===== src/hdl/rdp_pkg.sv =====
// Shared constants and types for the G/H receive DDR output port.
// Assumes one system clock domain; words arrive already decoded upstream.
package rdp_pkg;
    localparam int WORD_W = 10;
    localparam int BYTE_W = 8;
    localparam int OUT_W = 10;
    // Output bit positions
    localparam int KFLAG_BIT = 8;
    localparam int BIT9_POS = 9;
    localparam int G_KFLAG_NIB_BIT = 3;
    localparam int H_LOW_BIT = 5;
    localparam int HALF_W = 5;
    // Reset and substitution values
    localparam logic [OUT_W-1:0] OUT_RST = 10'h000;
    localparam logic [OUT_W-1:0] ALL_ONES = 10'h3ff;
    localparam logic [BYTE_W-1:0] BYTE_ONES = 8'hff;
    // Layout select encodings
    localparam logic LAYOUT_MUX = 1'b0;
    localparam logic LAYOUT_NIBBLE = 1'b1;

    typedef enum logic [0:0] {
        RDP_PH_FALL = 1'b0,
        RDP_PH_RISE = 1'b1
    } rdp_phase_e;

    typedef struct packed {
        logic [WORD_W-1:0] raw;
        logic [BYTE_W-1:0] data;
        logic kflag;
        logic err;
    } rdp_word_s;

    localparam rdp_word_s WORD_RST = '{raw: 10'h000, data: 8'h00, kflag: 1'b0, err: 1'b0};
endpackage : rdp_pkg


===== src/hdl/rdp_rx_ddr_gh.sv =====
// Receive DDR output port for channel pair G/H.
// Assumes received words come from logic on i_clk; receive clock and mode pins are asynchronous.
// Operation
// - Launch data on both receive-clock edges
// - Multiplexed layout: H on rising, G falling
// - Nibble layout: low nibble falling, high rising
// - Nibble layout: H on bits 9:5, G low
// - Nibble coded: bit 3 is G K-flag rising
// - Multiplexed raw: ninth, tenth bits on 8, 9
// - Multiplexed coded: bit 8 flags K-character byte
// - Nibble raw: bits 8, 9 carry H halves
// - Nibble coded: bit 8 H data bit 3, then K-flag
// - Coding enable selects decoded byte plus K-flag
// - Layout select: 0 multiplexed, 1 nibble
// - Error substitution forces errored words to ones, only with coding enabled
`timescale 1ns/1ps
module rdp_rx_ddr_gh (
    input wire logic i_clk,
    input wire logic i_nrst,
    input wire logic i_ce,
    input wire logic i_rx_clk,
    input wire logic i_coding_enable,
    input wire logic i_interface_layout_select,
    input wire logic i_error_substitute_enable,
    input wire logic i_word_valid,
    input wire rdp_pkg::rdp_word_s i_word_g,
    input wire rdp_pkg::rdp_word_s i_word_h,
    output logic [7:0] o_rx_data_pair_gh,
    output logic o_rx_bit8_kflag_gh,
    output logic o_rx_bit9_gh
);
    // Replace an errored word by all ones when substitution is armed
    function automatic rdp_pkg::rdp_word_s subst(input rdp_pkg::rdp_word_s w, input logic arm);
        rdp_pkg::rdp_word_s r;
        r = w;
        if (arm && w.err) begin
            r.raw = rdp_pkg::ALL_ONES;
            r.data = rdp_pkg::BYTE_ONES;
            r.kflag = 1'b1;
        end
        return r;
    endfunction : subst

    // Synchronisers: receive clock and mode pins
    logic [3:0] sync1;
    logic [3:0] sync2;
    logic rclk_d;
    rdp_pkg::rdp_word_s pend_g;
    rdp_pkg::rdp_word_s pend_h;
    rdp_pkg::rdp_word_s act_g;
    rdp_pkg::rdp_word_s act_h;
    rdp_pkg::rdp_phase_e phase;
    logic [rdp_pkg::OUT_W-1:0] out_bus;

    always_ff @(posedge i_clk) begin
        if (!i_nrst) begin
            sync1 <= 4'h0;
            sync2 <= 4'h0;
            rclk_d <= 1'b0;
        end else if (i_ce) begin
            sync1 <= {i_error_substitute_enable, i_interface_layout_select, i_coding_enable, i_rx_clk};
            sync2 <= sync1;
            rclk_d <= sync2[0];
        end
    end

    wire rclk_s = sync2[0];
    wire code_en = sync2[1];
    wire layout = sync2[2];
    wire arm = sync2[3] & sync2[1];
    wire rise = rclk_s & ~rclk_d;
    wire fall = ~rclk_s & rclk_d;
    wire launch = i_ce & (rise | fall);

    // Falling phase draws from the pending pair, rising phase from the active pair
    wire rdp_pkg::rdp_word_s sel_g = subst(fall ? pend_g : act_g, arm);
    wire rdp_pkg::rdp_word_s sel_h = subst(fall ? pend_h : act_h, arm);

    // Fill bits that carry no data with ones for a substituted word
    wire fill_g = arm & sel_g.err;
    wire fill_h = arm & sel_h.err;

    // Multiplexed layout
    wire rdp_pkg::rdp_word_s mux_w = rise ? sel_h : sel_g;
    wire [rdp_pkg::OUT_W-1:0] mux_raw = mux_w.raw;
    wire fill_mux = arm & mux_w.err;
    wire [rdp_pkg::OUT_W-1:0] mux_cod = {fill_mux, mux_w.kflag, mux_w.data};
    wire [rdp_pkg::OUT_W-1:0] mux_out = code_en ? mux_cod : mux_raw;

    // Nibble layout
    wire [rdp_pkg::OUT_W-1:0] nib_raw = rise ? {sel_h.raw[9:5], sel_g.raw[9:5]}
                                             : {sel_h.raw[4:0], sel_g.raw[4:0]};
    wire [rdp_pkg::OUT_W-1:0] nib_cod = rise
        ? {sel_h.data[7], sel_h.kflag, sel_h.data[6:4], sel_g.data[7], sel_g.kflag, sel_g.data[6:4]}
        : {fill_h, sel_h.data[3:0], fill_g, sel_g.data[3:0]};
    wire [rdp_pkg::OUT_W-1:0] nib_out = code_en ? nib_cod : nib_raw;

    wire [rdp_pkg::OUT_W-1:0] next_out = (layout == rdp_pkg::LAYOUT_NIBBLE) ? nib_out : mux_out;

    always_ff @(posedge i_clk) begin
        if (!i_nrst) begin
            pend_g <= rdp_pkg::WORD_RST;
            pend_h <= rdp_pkg::WORD_RST;
        end else if (i_ce && i_word_valid) begin
            pend_g <= i_word_g;
            pend_h <= i_word_h;
        end
    end

    always_ff @(posedge i_clk) begin
        if (!i_nrst) begin
            act_g <= rdp_pkg::WORD_RST;
            act_h <= rdp_pkg::WORD_RST;
        end else if (i_ce && fall) begin
            act_g <= pend_g;
            act_h <= pend_h;
        end
    end

    always_ff @(posedge i_clk) begin
        if (!i_nrst) begin
            out_bus <= rdp_pkg::OUT_RST;
            phase <= rdp_pkg::RDP_PH_FALL;
        end else if (launch) begin
            out_bus <= next_out;
            phase <= rise ? rdp_pkg::RDP_PH_RISE : rdp_pkg::RDP_PH_FALL;
        end
    end

    assign o_rx_data_pair_gh = out_bus[7:0];
    assign o_rx_bit8_kflag_gh = out_bus[rdp_pkg::KFLAG_BIT];
    assign o_rx_bit9_gh = out_bus[rdp_pkg::BIT9_POS];

    wire is_mux = layout == rdp_pkg::LAYOUT_MUX;
    wire is_nib = layout == rdp_pkg::LAYOUT_NIBBLE;
endmodule : rdp_rx_ddr_gh


===== config.mk =====
export PLATFORM = sky130hd
export DESIGN_NAME = rdp_rx_ddr_gh
export DESIGN_NICKNAME = d
export VERILOG_FILES = /design/src/hdl/rdp_pkg.sv /design/src/hdl/rdp_rx_ddr_gh.sv
export SDC_FILE = /design/constraint.sdc
export NUM_CORES = 1
export LEC_CHECK = 0
export ABC_AREA = 1
export CAP_MARGIN = 0
export CORE_MARGIN = 2
export CORE_UTILIZATION = 55
export CTS_BUF_LIST = sky130_fd_sc_hd__clkbuf_8
export CTS_CLUSTER_SIZE = 8
export DETAILED_ROUTE_END_ITERATION = 6
export DONT_BUFFER_PORTS = 1
export PLACE_DENSITY = 0.73
export SLEW_MARGIN = 0
export SYNTH_ARGS = -nofsm -noshare
export SYNTH_HDL_FRONTEND = slang
export SYNTH_SLANG_ARGS = --single-unit

===== constraint.sdc =====
create_clock -name i_clk -period 1.5 [get_ports i_clk]
set_clock_uncertainty 0.1 [all_clocks]
set_input_delay 0.075 -clock i_clk [delete_from_list [all_inputs] [get_ports i_clk]]
set_output_delay 0.075 -clock i_clk [all_outputs]
set_load 0.02 [all_outputs]

==> flow_metrics.env, run 1 <==
export IMPL_outcome="finished, violations left"
export IMPL_violations="hold timing, setup timing"
export IMPL_tns_ps=-9350
export IMPL_synth_top_cell_area_share_pct=43.6
export IMPL_overflow=0
export IMPL_die_h_um=94.9
export IMPL_clk_pin_slew_ps=100
export IMPL_p_int_mw=3.98
export IMPL_cp_required_ps=1670
export IMPL_postSynthCellCount=651
export IMPL_syn_avg_cell_area_um2=6.98
export IMPL_setup_worst_path_start_class="register"
export IMPL_syn_area_mm2=0.00455
export IMPL_grt_antenna_before_repair=0
export IMPL_yosysSeqAreaShare_pct=43.6
export IMPL_drv_slew=0
export IMPL_fin_ws_ps=-392
export IMPL_final_hold_viol_count=41
export IMPL_peakVddDrop_uv=656
export IMPL_worstSkewPairLatency_ps=380
export IMPL_critPathMaxStageDelay_ps=340
export IMPL_layout_commonest_cell="nand2_1"
export IMPL_p_seq_share_pct=50.6
export IMPL_power_leakage_nw=2.74
export IMPL_port_buffers=0
export IMPL_grtUsageTotal_pct=33.9
export IMPL_fin_area_mm2=0.00664
export IMPL_p_sw_mw=1.78
export IMPL_synthTopCellsByArea="dfxtp_1 44%, nand2_1 11%, o21ai_0 11%"
export IMPL_max_freq_ghz=0.529
export IMPL_final_nets=802
export IMPL_seq_area_mm2=0.00198
export IMPL_fin_util_pct=81.6
export IMPL_dp_cells=769
export IMPL_clockBufferDepth=2
export IMPL_switching_share_pct=30.9
export IMPL_num_rows=33
export IMPL_ys_types=30
export IMPL_final_cells=861
export IMPL_routedWlPerCell_um=18.4
export IMPL_initial_core_util_pct=55.9
export IMPL_reg2reg_from="sync2[0]"
export IMPL_synth_top_cell_by_area="dfxtp_1"
export IMPL_multi_input_area_mm2=0.00265
export IMPL_grt_max_degree=85
export IMPL_finalCriticalPeriod_ps=1890
export IMPL_endpoint="out_bus[5]"
export IMPL_cp_cell_sequence="inv_2, ha_4, buf_12, buf_16, nand2_1, o21ai_1, nand2_1, nand2_1, nand2_1, nor2_2, nor2_1, nand2_1, a21oi_1"
export IMPL_r2r_cells=13
export IMPL_finalPower_mw=5.76
export IMPL_worst_hold_slack_ps=-289
export IMPL_dieArea_mm2=0.00901
export IMPL_drtAntennaViolNets=0
export IMPL_fill_cells=485
export IMPL_maxCapViolations=0
export IMPL_cts_tree="yes"
export IMPL_io_pins=58
export IMPL_drtIter0Drc=475
export IMPL_synth_nets=701
export IMPL_placed_area_mm2=0.00496
export IMPL_power_density_mw_per_mm2=868
export IMPL_die_w_um=94.9
export IMPL_grt_pass1_wl_um=23300
export IMPL_cp_slowest_cell="dfxtp_2"
export IMPL_ys_ff_latch=99
export IMPL_place_hpwl_um=8560
export IMPL_rrSetupSlack_ps=-390
export IMPL_cts_root_buf="clkbuf_8"
export IMPL_maxSlewHeadroom_pct=56.5
export IMPL_place_ws_ps=-314
export IMPL_critical_path_arrival_ps=2060
export IMPL_pwr_share_clk_pct=27.5
export IMPL_ctsHtreeMaxLevel=3
export IMPL_insertedDiodeCount=0
export IMPL_finalSetupViolations=50
export IMPL_cts_buffers=9
export IMPL_viasPerCell=5.80
export IMPL_firstDrtPassIters=6
export IMPL_cp_max_fo=16
export IMPL_gp_congestion=0.925
export IMPL_grt_pass1_vias=4743
export IMPL_area_growth_pct=46.1
export IMPL_finalCritPeriodShare_pct=126
export IMPL_clock_sinks=99
export IMPL_drc=0
export IMPL_combPwrFrac_pct=21.9
export IMPL_cp_startpoint="sync2[0]"
export IMPL_crit_top_cell="nand2_1"
export IMPL_critPathKind="reg -> reg"
export IMPL_tightestPinTransition_ps=651
export IMPL_end_kind="register"
export IMPL_wl_um=15800
export IMPL_rsz0062_at_grt="true"
export IMPL_layout_drive_gt1_share_pct=29.0
export IMPL_reg2reg_to="out_bus[5]"
export IMPL_hold_depth=2
export IMPL_hold_path_class="in -> reg"
export IMPL_num_vias=4998
export IMPL_core_area_mm2=0.00813
export IMPL_yosys_warnings=0
export IMPL_mostFrequentLayoutCells="117 x nand2_1, 97 x dfxtp_1, 74 x nor2_1, 57 x o21ai_0, 52 x buf_4"
## cell usage after synthesis, drive strengths merged
master  instances
o21ai         116
dfxtp          99
a21oi          68
nand3b          2
nor3            1
o211ai          3
o22ai           4
a22oi           1
and2            1
nand2         141
clkbuf         19
nand3          18
a211oi          7
nor2           88
buf            24
inv            51
ha              2
a31oi           4
mux2i           1
o21a            1
## worst max-delay path, delay by kind of cell (launching register included)
kind                     cells  cell delay [ps]
AO/OA/AOI/OAI                2              230
adder cells (fa/ha/maj)      1              200
buffers and inverters        3              360
flip-flops                   1              340
AND/OR/NAND/NOR              7              550
## worst min path at each step
stage / startpoint / endpoint
3_5_place_dp: i_ce / rclk_d
6_report: i_nrst / act_h[1]
4_1_cts: i_nrst / act_g[14]
3_3_place_gp: i_ce / rclk_d
2_1_floorplan: i_error_substitute_enable / sync1[3]
5_1_grt: i_nrst / act_g[13]
## kinds of logic (layout without fill, tap and decap cells)
group / Yosys count / count (layout) / share of synthesized area, %
buf+inv: 94 / 199 / 9.60
compound gates: 204 / 204 / 23.7
mux: 1 / 1 / 0.220
fa+ha+maj: 2 / 2 / 0.550
simple gates: 251 / 251 / 22.3
flops: 99 / 99 / 43.6
## sequential cells by signal, summed over array words and instances, names as in the netlist
register,cells
act_g,20
rclk_d,1
pend_h,20
sync2,4
out_bus,10
pend_g,20
sync1,4
act_h,20
## per-layer routing
| metal | vias up | GRT usage [%] | part of all wire (%) |
|---|---|---|---|
| met5 | - | 0 | 0 |
| met4 | 0 | 18.6 | 5.3 |
| met3 | 71 | 5.35 | 6.9 |
| met2 | 259 | 58.2 | 48 |
| met1 | 2337 | 40.3 | 39 |
| li1 | 2331 | - | - |
## power by group through the flow
stage          clock, mW  sequential (mW)  combinational, mW
6_report            1.58             2.92               1.26
5_1_grt             1.71             2.93               1.36
4_1_cts             1.56             2.90               1.11
3_5_place_dp           0             2.95              0.799
3_3_place_gp           0             2.95              0.788
2_1_floorplan          0             2.92              0.570
## what timing repair did
action                                 in CTS  in global routing
endpoints found under the hold margin      88                 44
resized for setup                         125                 78
hold buffers                               49                  3
pin swaps                                  15                 26
setup endpoints to repair                  32                 54
gates cloned                                9                  1
buffers inserted                            8                 10
## area by class of cell
type	instances	area share (%)
Tap cell	105	1.98
Multi-Input combinational cell	458	39.8
Clock inverter	6	0.622
Timing Repair Buffer	133	22.6
Inverter	51	3.18
Clock buffer	9	1.87
Sequential cell	99	29.9
No activity file was read; power rests on OpenSTA's default activity.
==> inputs of run 2 (changes only) <==
GPL_TIMING_DRIVEN = 0   (was unset)
==> flow_metrics.env, run 2 (synthesis gave the netlist of run 1 again) <==
export IMPL_drtAntennaViolNets=0
export IMPL_insertedDiodeCount=0
export IMPL_maxSlewHeadroom_pct=58.4
export IMPL_grt_pass1_wl_um=21400
export IMPL_critPathKind="reg -> reg"
export IMPL_grt_max_degree=16
export IMPL_met1_usage_pct=38.2
export IMPL_drtIter0Drc=317
export IMPL_num_vias=4816
export IMPL_fill_cells=616
export IMPL_io_pins=58
export IMPL_hp_start="i_nrst"
export IMPL_setup_worst_path_start_class="register"
export IMPL_mostFrequentLayoutCells="130 x nand2_1, 97 x dfxtp_1, 84 x nor2_1, 73 x o21ai_0, 59 x a21oi_1"
export IMPL_hold_path_class="in -> reg"
export IMPL_violations="setup timing"
export IMPL_cp_required_ps=1690
export IMPL_drv_slew=0
export IMPL_overflow=0
export IMPL_finalCriticalPeriod_ps=1820
export IMPL_layout_drive_gt1_share_pct=16.3
export IMPL_port_buffers=0
export IMPL_power_leakage_nw=2.51
export IMPL_initial_core_util_pct=55.9
export IMPL_reg2reg_from="sync2[0]"
export IMPL_grt_pass1_vias=4369
export IMPL_num_rows=33
export IMPL_cts_tree="yes"
export IMPL_max_freq_ghz=0.550
export IMPL_final_hold_viol_count=0
export IMPL_area_growth_pct=31.8
export IMPL_dieArea_mm2=0.00901
export IMPL_finalSetupViolations=11
export IMPL_final_nets=783
export IMPL_die_w_um=94.9
export IMPL_grt_antenna_before_repair=0
export IMPL_grtUsageTotal_pct=31.4
export IMPL_place_hpwl_um=9580
export IMPL_cts_buffers=9
export IMPL_maxCapViolations=0
export IMPL_wl_um=14700
export IMPL_viasPerCell=5.73
export IMPL_use_met3_pct=5.11
export IMPL_dp_cells=756
export IMPL_power_density_mw_per_mm2=1010
export IMPL_fin_util_pct=73.7
export IMPL_cp_startpoint="sync2[0]"
export IMPL_fin_ws_ps=-318
export IMPL_cts_root_buf="clkbuf_8"
export IMPL_tightestPinTransition_ps=624
export IMPL_ctsHtreeMaxLevel=3
export IMPL_layout_commonest_cell="nand2_1"
export IMPL_critical_path_arrival_ps=2010
export IMPL_rsz0062_at_grt="true"
export IMPL_cp_max_fo=10
export IMPL_clock_sinks=99
export IMPL_peakVddDrop_uv=770
export IMPL_routedWlPerCell_um=17.5
export IMPL_die_h_um=94.9
export IMPL_final_cells=841
export IMPL_core_area_mm2=0.00813
export IMPL_grt_busiest_layer="met2"
export IMPL_worstSkewPairLatency_ps=370
export IMPL_outcome="finished, violations left"
export IMPL_clockBufferDepth=2
export IMPL_firstDrtPassIters=7
export IMPL_gp_congestion=0.951
export IMPL_finalCritPeriodShare_pct=121
export IMPL_grt_use_met2_pct=54.1
export IMPL_drc=0
export IMPL_clk_pin_slew_ps=100
export IMPL_end_kind="register"
run 2: worst max-delay path, stage by stage (launching register included):
cell and delay, ps:
dfxtp_2 330, inv_2 80, ha_4 200, buf_12 160, buf_8 160, nand2_2 70
nand3_1 90, nand3_1 90, nand2_1 100, nand2_1 50, nand2_1 50, nand3_1 110
a21oi_1 140
run 2: path summary, 6_finish.rpt:
path                      to  slack (ps)  depth (start not counted)
setup / recovery  out_bus[4]        -320                         12
hold / removal    pend_h[17]          20                          3
setup reg to reg  out_bus[4]        -320                         12
hold reg to reg    act_g[19]         360                          2
run 2: metal layers:
layer | vias to the layer above | wire length [µm]
met5 | - | 0
met4 | 0 | 471
met3 | 46 | 929
met2 | 202 | 7230
met1 | 2271 | 6050
li1 | 2297 | -
run 2: layout make-up:
cell class / count / area, µm² / area share (%)
plain buffers: 43 / 350 / 5.85
clock buffers: 10 / 138 / 2.30
clock inverters: 4 / 98.8 / 1.65
inverters: 51 / 209 / 3.49
multi-input cells: 458 / 2330 / 38.8
flip-flops and latches: 99 / 1980 / 33.1
well taps: 105 / 131 / 2.19
repair buffers: 71 / 753 / 12.6
run 2: what timing repair did:
item                                    4_1_cts  5_1_grt
gates resized for setup                      36       79
setup buffers                                 2       13
endpoints found under the setup margin       50       53
hold buffers                                 49        1
endpoints found under the hold margin        52        5
cloned                                        0        6
pin swaps                                     3       20
run 2: stage by stage:
stage                     TNS [ps]  cell area, µm²  worst slack, ps  hold WS (ps)  total power, mW
final                        -2620            5990             -318          23.2             6.04
after CTS                    -4830            5530             -289          -102             5.87
after global routing         -3830            5990             -428          47.5             6.25
after global placement       -7370            4710             -366           112             3.69
after floorplan              -63.1            4580            -45.2           110             3.49
after detailed placement     -8360            4710             -384           118             3.71
run 2: report_power, final:
part | total [mW] | internal [mW] | leakage [nW] | switching (mW)
sequential | 2.90 | 2.78 | 0.812 | 0.116
combinational | 1.07 | 0.460 | 1.58 | 0.612
clock | 2.08 | 1.14 | 0.119 | 0.933
